<file path="src/lcdpd_map.vh">
// Register map, field positions, reset values and timing counts
// for the segment display phase and blink logic.
// Assumes a 10 MHz system clock and a 32-bit Avalon-MM register bus.
`ifndef LCDPD_MAP_VH
`define LCDPD_MAP_VH

// ----------------------------------------
// Register byte offsets
// ----------------------------------------
`define LCDPD_OFF_CTRL 6'h00
`define LCDPD_OFF_PEN 6'h04
`define LCDPD_OFF_BPEN 6'h08
`define LCDPD_OFF_BLINK 6'h0C
`define LCDPD_OFF_STATUS 6'h10
`define LCDPD_OFF_WF 6'h20

// ----------------------------------------
// Field positions
// ----------------------------------------
`define LCDPD_CTRL_DUTY_LSB 0
`define LCDPD_CTRL_EN_BIT 3
`define LCDPD_BL_EN_BIT 0
`define LCDPD_BL_STYLE_BIT 1
`define LCDPD_BL_ALT_BIT 2
`define LCDPD_BL_BLANK_BIT 3
`define LCDPD_BL_RATE_LSB 4

// ----------------------------------------
// Reset values
// ----------------------------------------
`define LCDPD_RST_CTRL 4'h0
`define LCDPD_RST_PEN 8'h00
`define LCDPD_RST_BPEN 8'h00
`define LCDPD_RST_BLINK 7'h00
`define LCDPD_RST_WF 8'h00

// ----------------------------------------
// Duty codes and display modes
// ----------------------------------------
`define LCDPD_DUTY_2BP 3'h1
`define LCDPD_DUTY_4BP 3'h3
`define LCDPD_DUTY_8BP 3'h7
`define LCDPD_MODE_NORMAL 2'h0
`define LCDPD_MODE_BLANK 2'h1
`define LCDPD_MODE_ALT 2'h2

// ----------------------------------------
// Timing
// ----------------------------------------
`define LCDPD_CLK_HZ 10000000
`define LCDPD_SEGCLK_HZ 32768
`define LCDPD_SEGCLK_DIV (`LCDPD_CLK_HZ / `LCDPD_SEGCLK_HZ)
`define LCDPD_PHASE_TICKS 128
`define LCDPD_BLINK_DIV0 4096
`define LCDPD_BLINK_HALF0 (`LCDPD_BLINK_DIV0 / 2)

`endif

</file>
<file path="src/lcdpd_pin.v">
// One pin's drive decision: picks the waveform bit for the current phase.
// Assumes mode is already stable for the whole frame and phase for the whole phase.
`timescale 1ns/10ps
`include "lcdpd_map.vh"

module lcdpd_pin
(
	// Configuration
	input wire [7:0] wf,
	input wire [2:0] phase,
	input wire [1:0] mode,
	// Result
	output wire on
);
	wire [2:0] sel;

	// Alternate image lives in E..H; only reached with four phases or less
	assign sel = (mode == `LCDPD_MODE_ALT) ? {1'b1, phase[1:0]} : phase;
	// Same lookup serves backplanes and segments
	assign on = (mode != `LCDPD_MODE_BLANK) & wf[sel]; // see R2 see R4 see R7 see R8
endmodule // lcdpd_pin

</file>
<file path="src/lcdpd_top.v">
// Segment display phase sequencer, display mode and blink control,
// with an Avalon-MM register slave.
// Assumes one 10 MHz clock; bus inputs synchronous to it.
//
// Notes on behaviour
// duty code 001 gives two phases, 011 four, 111 eight.
// backplane waveform bit n selects active phase; bit 0 is A, bit 7 H.
// each backplane-enable bit makes the matching pin a backplane.
// frontplane waveform bit position names the phase of its segment.
// only duty-count phases run, always in A-to-H order.
// software sets pin enable, backplane enable and phase bit for a backplane.
// frontplane bit one drives segment on, zero drives it off.
// two bits choose display mode; normal, the default, uses stored bytes.
// blank mode ignores waveform bytes and clears every segment.
// alternate mode with four phases or less maps A-D onto E-H.
// with five or more phases, alternate selection gives blank.
// blinking only while blink enable set; else mode shown steadily.
// blink period shows blank for style zero, alternate for style one.
// with five or more phases, style one is ignored; blink period blank.
// normal period blank, alternate or normal by bits; 5-8 blink blank.
// phase sequence repeats once per frame in order.
// blink rate is segment clock over divider chosen by rate field.
// equal normal and blink halves; content changes only at frame ends.
`timescale 1ns/10ps
`include "lcdpd_map.vh"

module lcdpd_top
#(
	parameter NPINS = 8,
	parameter SEG_DIV = `LCDPD_SEGCLK_DIV,
	parameter PHASE_TICKS = `LCDPD_PHASE_TICKS,
	parameter BLINK_HALF0 = `LCDPD_BLINK_HALF0
)
(
	// Clock and reset
	input wire clk,
	input wire rst,
	// Avalon-MM slave
	input wire [5:0] address,
	input wire read,
	input wire write,
	input wire [31:0] writedata,
	input wire [3:0] byteenable,
	output reg [31:0] readdata,
	output wire waitrequest,
	// Panel pins
	output reg [NPINS-1:0] pin_on,
	output reg [NPINS-1:0] pin_is_bp,
	output reg [NPINS-1:0] pin_drive_en,
	// Sequencer status
	output reg [7:0] phase_onehot,
	output reg frame_start
);
	// ----------------------------------------
	// Registers
	// ----------------------------------------
	reg [3:0] ctrl;
	reg [7:0] pin_enable_reg;
	reg [7:0] backplane_enable_reg;
	reg [6:0] blink_control_reg;
	reg [7:0] waveform_bytes [0:NPINS-1];
	reg ack;

	wire [2:0] duty;
	wire lcd_en;
	wire blink_en;
	wire blink_style_select;
	wire alt_sel;
	wire blank_sel;
	wire [2:0] blink_rate_field;
	wire bus_req;
	wire wr_ok;
	wire wf_hit;
	wire [2:0] wf_idx;

	assign duty = ctrl[`LCDPD_CTRL_DUTY_LSB +: 3];
	assign lcd_en = ctrl[`LCDPD_CTRL_EN_BIT];
	assign blink_en = blink_control_reg[`LCDPD_BL_EN_BIT];
	assign blink_style_select = blink_control_reg[`LCDPD_BL_STYLE_BIT];
	assign alt_sel = blink_control_reg[`LCDPD_BL_ALT_BIT];
	assign blank_sel = blink_control_reg[`LCDPD_BL_BLANK_BIT];
	assign blink_rate_field = blink_control_reg[`LCDPD_BL_RATE_LSB +: 3];

	// ----------------------------------------
	// Bus handshake
	// ----------------------------------------
	// Every access stalls one cycle so read data can come from a flop
	assign bus_req = read | write;
	assign waitrequest = bus_req & ~ack;
	// Write lands at the edge where waitrequest is seen low
	assign wr_ok = write & ack & byteenable[0];
	assign wf_hit = (address[5] == 1'b1) && (address[1:0] == 2'h0)
		&& ({1'b0, address[4:2]} < NPINS);
	assign wf_idx = address[4:2];

	always @(posedge clk or posedge rst)
	begin
		if (rst)
			ack <= 1'b0;
		else
			ack <= bus_req & ~ack;
	end

	// ----------------------------------------
	// Sequencer and blink state
	// ----------------------------------------
	reg [8:0] seg_cnt;
	reg seg_tick;
	reg [7:0] ph_cnt;
	reg [2:0] phase;
	reg [18:0] blink_cnt;
	reg blink_req;
	reg blink_shown;
	reg [1:0] cur_mode;
	wire le4;
	wire frame_end;
	wire [18:0] blink_half;
	wire [31:0] blink_half_full;
	reg [1:0] next_mode;

	assign le4 = ~duty[2];
	assign frame_end = seg_tick && (ph_cnt == PHASE_TICKS - 1) && (phase == duty);
	// Longest half is 2048 << 7 = 2^18 ticks, so 19 bits hold it
	assign blink_half_full = BLINK_HALF0 << blink_rate_field;
	assign blink_half = blink_half_full[18:0];

	// ----------------------------------------
	// Register access
	// ----------------------------------------

	// Register read
	always @(posedge clk or posedge rst)
	begin
		if (rst)
			readdata <= 32'h0;
		else if (read & ~ack)
		begin
			readdata <= 32'h0;
			case (address)
				`LCDPD_OFF_CTRL: readdata[3:0] <= ctrl;
				`LCDPD_OFF_PEN: readdata[7:0] <= pin_enable_reg;
				`LCDPD_OFF_BPEN: readdata[7:0] <= backplane_enable_reg;
				`LCDPD_OFF_BLINK: readdata[6:0] <= blink_control_reg;
				`LCDPD_OFF_STATUS: readdata[5:0] <= {blink_shown, cur_mode, phase};
				default:
				begin
					if (wf_hit)
						readdata[7:0] <= waveform_bytes[wf_idx];
				end
			endcase
		end
	end

	// Register write; unmapped addresses are ignored
	always @(posedge clk or posedge rst)
	begin
		if (rst)
		begin
			ctrl <= `LCDPD_RST_CTRL;
			pin_enable_reg <= `LCDPD_RST_PEN;
			backplane_enable_reg <= `LCDPD_RST_BPEN;
			blink_control_reg <= `LCDPD_RST_BLINK;
		end
		else if (wr_ok)
		begin
			case (address)
				`LCDPD_OFF_CTRL: ctrl <= writedata[3:0];
				`LCDPD_OFF_PEN: pin_enable_reg <= writedata[7:0];
				`LCDPD_OFF_BPEN: backplane_enable_reg <= writedata[7:0];
				`LCDPD_OFF_BLINK: blink_control_reg <= writedata[6:0];
				default:
				begin
				end
			endcase
		end
	end

	genvar gi;
	generate
		for (gi = 0; gi < NPINS; gi = gi + 1)
		begin : g_wf
			always @(posedge clk or posedge rst)
			begin
				if (rst)
					waveform_bytes[gi] <= `LCDPD_RST_WF;
				else if (wr_ok && wf_hit && (wf_idx == gi))
					waveform_bytes[gi] <= writedata[7:0];
			end
		end
	endgenerate

	// Segment clock tick derived from the system clock
	always @(posedge clk or posedge rst)
	begin
		if (rst)
		begin
			seg_cnt <= 9'h0;
			seg_tick <= 1'b0;
		end
		else if (!lcd_en)
		begin
			seg_cnt <= 9'h0;
			seg_tick <= 1'b0;
		end
		else
		begin
			seg_tick <= (seg_cnt == SEG_DIV - 1);
			if (seg_cnt == SEG_DIV - 1)
				seg_cnt <= 9'h0;
			else
				seg_cnt <= seg_cnt + 9'h1;
		end
	end

	// Phase stepping: A upward to the duty count, then wrap
	always @(posedge clk or posedge rst)
	begin
		if (rst)
		begin
			ph_cnt <= 8'h0;
			phase <= 3'h0;
		end
		else if (!lcd_en)
		begin
			ph_cnt <= 8'h0;
			phase <= 3'h0;
		end
		else if (seg_tick)
		begin
			if (ph_cnt == PHASE_TICKS - 1)
			begin
				ph_cnt <= 8'h0;
				// Duty code equals the last phase index
				if (phase >= duty)
					phase <= 3'h0; // see R1 see R5
				else
					phase <= phase + 3'h1; // see R5
			end
			else
				ph_cnt <= ph_cnt + 8'h1;
		end
	end

	// ----------------------------------------
	// Blink and display mode
	// ----------------------------------------

	// Blink half-period timer on the segment clock
	always @(posedge clk or posedge rst)
	begin
		if (rst)
		begin
			blink_cnt <= 19'h0;
			blink_req <= 1'b0;
		end
		else if (!blink_en || !lcd_en)
		begin
			blink_cnt <= 19'h0;
			blink_req <= 1'b0;
		end
		else if (seg_tick)
		begin
			if (blink_cnt >= blink_half - 19'h1)
			begin
				blink_cnt <= 19'h0;
				blink_req <= ~blink_req;
			end
			else
				blink_cnt <= blink_cnt + 19'h1;
		end
	end

	// Mode for the coming frame
	always @*
	begin
		next_mode = `LCDPD_MODE_NORMAL;
		if (blink_req)
		begin
			if (blink_style_select && le4)
				next_mode = `LCDPD_MODE_ALT;
			else
				next_mode = `LCDPD_MODE_BLANK; // see R13 see R14
		end
		else if (blank_sel)
			next_mode = `LCDPD_MODE_BLANK; // see R9
		else if (alt_sel)
			next_mode = le4 ? `LCDPD_MODE_ALT : `LCDPD_MODE_BLANK; // see R10
	end

	// Content switches only at frame ends or while the display is off, so no frame is torn
	always @(posedge clk or posedge rst)
	begin
		if (rst)
		begin
			cur_mode <= `LCDPD_MODE_NORMAL;
			blink_shown <= 1'b0;
		end
		else if (!lcd_en || frame_end)
		begin
			cur_mode <= next_mode;
			blink_shown <= blink_req;
		end
	end

	// ----------------------------------------
	// Pin outputs
	// ----------------------------------------
	wire [NPINS-1:0] next_on;

	generate
		for (gi = 0; gi < NPINS; gi = gi + 1)
		begin : g_pin
			lcdpd_pin u_pin
			(
				.wf(waveform_bytes[gi]),
				.phase(phase),
				.mode(cur_mode),
				.on(next_on[gi])
			);
		end
	endgenerate

	always @(posedge clk or posedge rst)
	begin
		if (rst)
		begin
			pin_on <= {NPINS{1'b0}};
			pin_is_bp <= {NPINS{1'b0}};
			pin_drive_en <= {NPINS{1'b0}};
			phase_onehot <= 8'h0;
			frame_start <= 1'b0;
		end
		else
		begin
			// Backplane needs pin enable and backplane enable both
			pin_drive_en <= lcd_en ? pin_enable_reg[NPINS-1:0] : {NPINS{1'b0}};
			pin_is_bp <= backplane_enable_reg[NPINS-1:0];
			pin_on <= lcd_en ? (next_on & pin_enable_reg[NPINS-1:0]) : {NPINS{1'b0}};
			phase_onehot <= lcd_en ? (8'h01 << phase) : 8'h0;
			frame_start <= frame_end;
		end
	end
endmodule // lcdpd_top

</file>
<file path="config.mk">
export PLATFORM = sky130hd
export DESIGN_NAME = lcdpd_top
export DESIGN_NICKNAME = d
export VERILOG_FILES = /design/src/lcdpd_pin.v /design/src/lcdpd_top.v
export VERILOG_INCLUDE_DIRS = /design/src /design/src/src
export SDC_FILE = /design/constraint.sdc
export NUM_CORES = 1
export LEC_CHECK = 0
export ABC_AREA = 0
export ABC_CLOCK_PERIOD_IN_PS = 6700
export BUFFER_PORTS_ARGS = -buffer_cell sky130_fd_sc_hd__buf_2
export CORE_MARGIN = 5
export CORE_UTILIZATION = 53
export DETAILED_ROUTE_END_ITERATION = 8
export GPL_TIMING_DRIVEN = 0
export PLACE_DENSITY = 0.74
export SLEW_MARGIN = 20
export SYNTH_ARGS = -nofsm -noshare
export SYNTH_HDL_FRONTEND = slang
export SYNTH_SLANG_ARGS = --single-unit
</file>
<file path="constraint.sdc">
create_clock -name clk -period 6.7 [get_ports clk]
set_clock_uncertainty 0.15 [all_clocks]
set_input_delay 0.335 -clock clk [delete_from_list [all_inputs] [get_ports clk]]
set_output_delay 0.335 -clock clk [all_outputs]
set_load 0.005 [all_outputs]
</file>
==> impl_metrics.ini <==
[status]
run_status = complete, no violations

[placement]
globalplace.congestion = 0.879
detailedPlace.worstSlack_ns = 3.18
placed_cells = 1038
port-buffer-count = 58
dp_hpwl_mm = 14.9

[timing]
worst_slew_pin_slew_ns = 1.21
layout_min_cycle_time_ns = 3.55
max_freq_mhz = 281
timing_max_transition_violations_final = 0
setup-tns-final_ns = 0
fin_worst_hold_slack_ns = 0.0183
period_share_pct = 53.0
max-slew-margin-rel_pct = 19.2
rsz0062_at_grt = no
final-hold-violation-count = 0
setup_violations = 0
final_worst_path_setup_slack_ns = 3.15

[power_and_ir_drop]
power_density_nw_per_um2 = 230
static-leakage-power_nw = 4.93
peakVddDrop_mv = 0.193

[finish]
design.final.nets = 909
areaGrowthSynthToFinish_pct = 14.9
number_of_standard_cells_in_the_final_layout_excluding_fillers = 1072
postLayoutCoreUtil_pct = 62.1
drive_gt1_share_pct = 30.2
largest_register_ffs = 64
antenna_diode_count = 0
leading_registers_by_flop_count = waveform_bytes (64), blink_cnt (19), seg_cnt (9)
largest-register = waveform_bytes

[logic_synthesis]
yosys_register_bits = 177
synth_compound_area_share_pct = 6.88
main_combinational_cell_family_by_area_after_synthesis = multiplexers
synth-edff-count = 0
synth.yosys.seq_area_share_pct = 49.6
yosys.cell_count.top_type = sky130_fd_sc_hd__dfrtp_1
synth_top_flop_cell = sky130_fd_sc_hd__dfrtp_1
yosysUniqueCellTypes = 68
synth-async-reset-ratio_pct = 100
post_synth_instance_area_um2 = 8930
yosys.area_share.xor_xnor_pct = 1.86
postSynthCellCount = 736
syn-mean-instance-area_um2 = 12.1
synthMuxAreaShare_pct = 22.1
synth_commonest_cells = sky130_fd_sc_hd__dfrtp_1, sky130_fd_sc_hd__mux2_2, sky130_fd_sc_hd__nor2_1
synth.largest_area_cell = sky130_fd_sc_hd__dfrtp_1
synth_top_cells_by_area = sky130_fd_sc_hd__dfrtp_1, sky130_fd_sc_hd__mux2_2, sky130_fd_sc_hd__mux4_2
post-synth-top-area-fraction_pct = 49.6
synth-adder-area-share_pct = 3.08
yosysWarningCount = 0
synthSimpleGateAreaFrac_pct = 11.9

[route]
drtIter0Drc = 519
detail_route.first_pass.iterations = 5
final_antenna_net_count = 0
via_density_per_instance = 5.86
routed_wire_length_per_instance_um = 19.6
routed_wirelength_mm = 21.1
remaining_drc_errors = 0
via_count = 6282

[grt]
grt_antenna_before_repair = 0
globalRouteOverflowTotal = 0
maximum_number_of_pins_on_one_net_before_global_route_repair = 99
grt_first_pass_wirelength_mm = 33.7
grt.total_usage_pct = 21.9
vias_in_the_first_global_route = 6237

[clock_network]
register_clock_pin_slew_on_the_reported_worst_setup_and_hold_paths_ns = 0.07
tritoncts_sink_count = 177
number_of_buffers_on_the_longest_clock_path = 2
clock_tree.htree_level_count = 4
numCtsBuffers = 17
cts_tree = built
cts_post_setup_buffers_inserted = 0
clock_insertion_delay_worst_skew_ns = 0.44
clockRootBuffer = sky130_fd_sc_hd__clkbuf_16

[worst_setup_path]
worstSetupStartpointType = flip-flop
critical_path_required_ns = 6.84
crit_path_max_fanout = 8
end_kind = flip-flop
path_class = flip-flop to flip-flop
worst-endpoint-arrival_ns = 3.69

[floorplanning]
die-width_um = 140
floorplan.core_area_um2 = 16500
die-height_um = 140
cell_rows = 47
ioPinCount = 112
initial_utilization_pct = 54.0
design.die.area_um2 = 19500

[worst_hold_path]
hp-class = primary input to flip-flop

[run]
max_cap_viol_count = 0
cell type report:
class,count,area (um^2)
repair buffers,63,358
inverters,20,82.6
multi-input cells,504,4180
well taps,220,275
plain buffers,58,324
flip-flops and latches,177,4430
clock buffers,17,425
fillers,1260,6270
clock inverters,13,178
critical path, cell delays in order, from the launching register on:
cell	delay, ns
sky130_fd_sc_hd__dfrtp_1	0.36
sky130_fd_sc_hd__clkbuf_1	0.20
sky130_fd_sc_hd__or3_1	0.43
sky130_fd_sc_hd__ha_1	0.19
sky130_fd_sc_hd__clkbuf_1	0.17
sky130_fd_sc_hd__xor2_1	0.17
sky130_fd_sc_hd__nor2_1	0.11
sky130_fd_sc_hd__a21oi_1	0.06
sky130_fd_sc_hd__ha_1	0.31
sky130_fd_sc_hd__nand4_1	0.13
sky130_fd_sc_hd__nor2_1	0.19
sky130_fd_sc_hd__a31oi_2	0.20
sky130_fd_sc_hd__a21oi_1	0.64
sky130_fd_sc_hd__nor2_1	0.12
power breakdown:
part | internal, mW | leakage [nW] | switching, mW
registers | 1.11 | 2.43 | 0.0336
logic | 0.0861 | 2.20 | 0.105
clock network | 0.592 | 0.294 | 0.435
metrics by stage:
step | power [mW] | cell area, um^2
after detailed placement | 1.35 | 9610
final | 2.36 | 10300
after global routing | 2.44 | 10300
after CTS | 2.37 | 10300
after floorplan | 1.28 | 9010
after global placement | 1.34 | 9580
layout by cell type (no fill, tap or decap), types with 6 or more instances in the layout:
cell type,synthesis,final
sky130_fd_sc_hd__a21oi_1,18,18
sky130_fd_sc_hd__nor2_1,55,55
sky130_fd_sc_hd__and2_1,10,10
sky130_fd_sc_hd__and3_1,10,10
sky130_fd_sc_hd__nor3_1,14,14
sky130_fd_sc_hd__dfrtp_1,177,177
sky130_fd_sc_hd__buf_4,24,24
sky130_fd_sc_hd__nand2b_1,8,8
sky130_fd_sc_hd__xnor2_1,6,6
sky130_fd_sc_hd__mux4_2,32,32
sky130_fd_sc_hd__clkbuf_1,24,24
sky130_fd_sc_hd__mux2i_1,20,20
sky130_fd_sc_hd__clkbuf_16,0,17
sky130_fd_sc_hd__conb_1,2,25
sky130_fd_sc_hd__o21ai_0,17,17
sky130_fd_sc_hd__nand3_1,19,19
sky130_fd_sc_hd__xor2_1,13,13
sky130_fd_sc_hd__mux2_2,85,85
sky130_fd_sc_hd__ha_1,22,22
sky130_fd_sc_hd__nand4_1,10,10
sky130_fd_sc_hd__inv_1,18,17
sky130_fd_sc_hd__buf_2,7,65
sky130_fd_sc_hd__nand2_1,44,44
worst paths after layout:
kind,from,end,slack (ns),depth (start not counted)
max,blink_control_reg[4]$_DFFE_PP0P_,blink_cnt[17]$_DFFE_PP0P_,3.15,13
min,writedata[0],pin_enable_reg[0]$_DFFE_PP0P_,0.02,2
max reg2reg,blink_control_reg[4]$_DFFE_PP0P_,blink_cnt[17]$_DFFE_PP0P_,3.15,13
min reg2reg,backplane_enable_reg[5]$_DFFE_PP0P_,pin_is_bp[5]$_DFF_PP0_,0.27,0
max in group asynchronous,rst,blink_control_reg[4]$_DFFE_PP0P_,5.16,4
min in group asynchronous,rst,waveform_bytes[10]$_DFFE_PP0P_,0.35,3
layer usage:
metal	global-route usage [%]	share of wire [%]	vias to the layer above
met5	0	0	-
met4	6.94	2.1	0
met3	4.49	7.0	35
met2	35.0	49	232
met1	30.3	42	3168
li1	-	-	2847
kinds of logic (layout without fill, tap and decap cells):
group | after synthesis | count (layout)
xor gates and xnor gates | 19 | 19
DFF | 177 | 177
muxes | 144 | 144
and+or+nand+nor | 205 | 205
adders and majority gates | 22 | 22
other | 2 | 25
buffers and inverters | 78 | 171
AOI/OAI and AO/OA | 89 | 89
timing repair:
action | in CTS | in global routing
hold endpoints to repair | 82 | 0
gates resized for setup | 0 | 0
hold buffers | 4 | 0
Power figures use the tool's default switching activity.
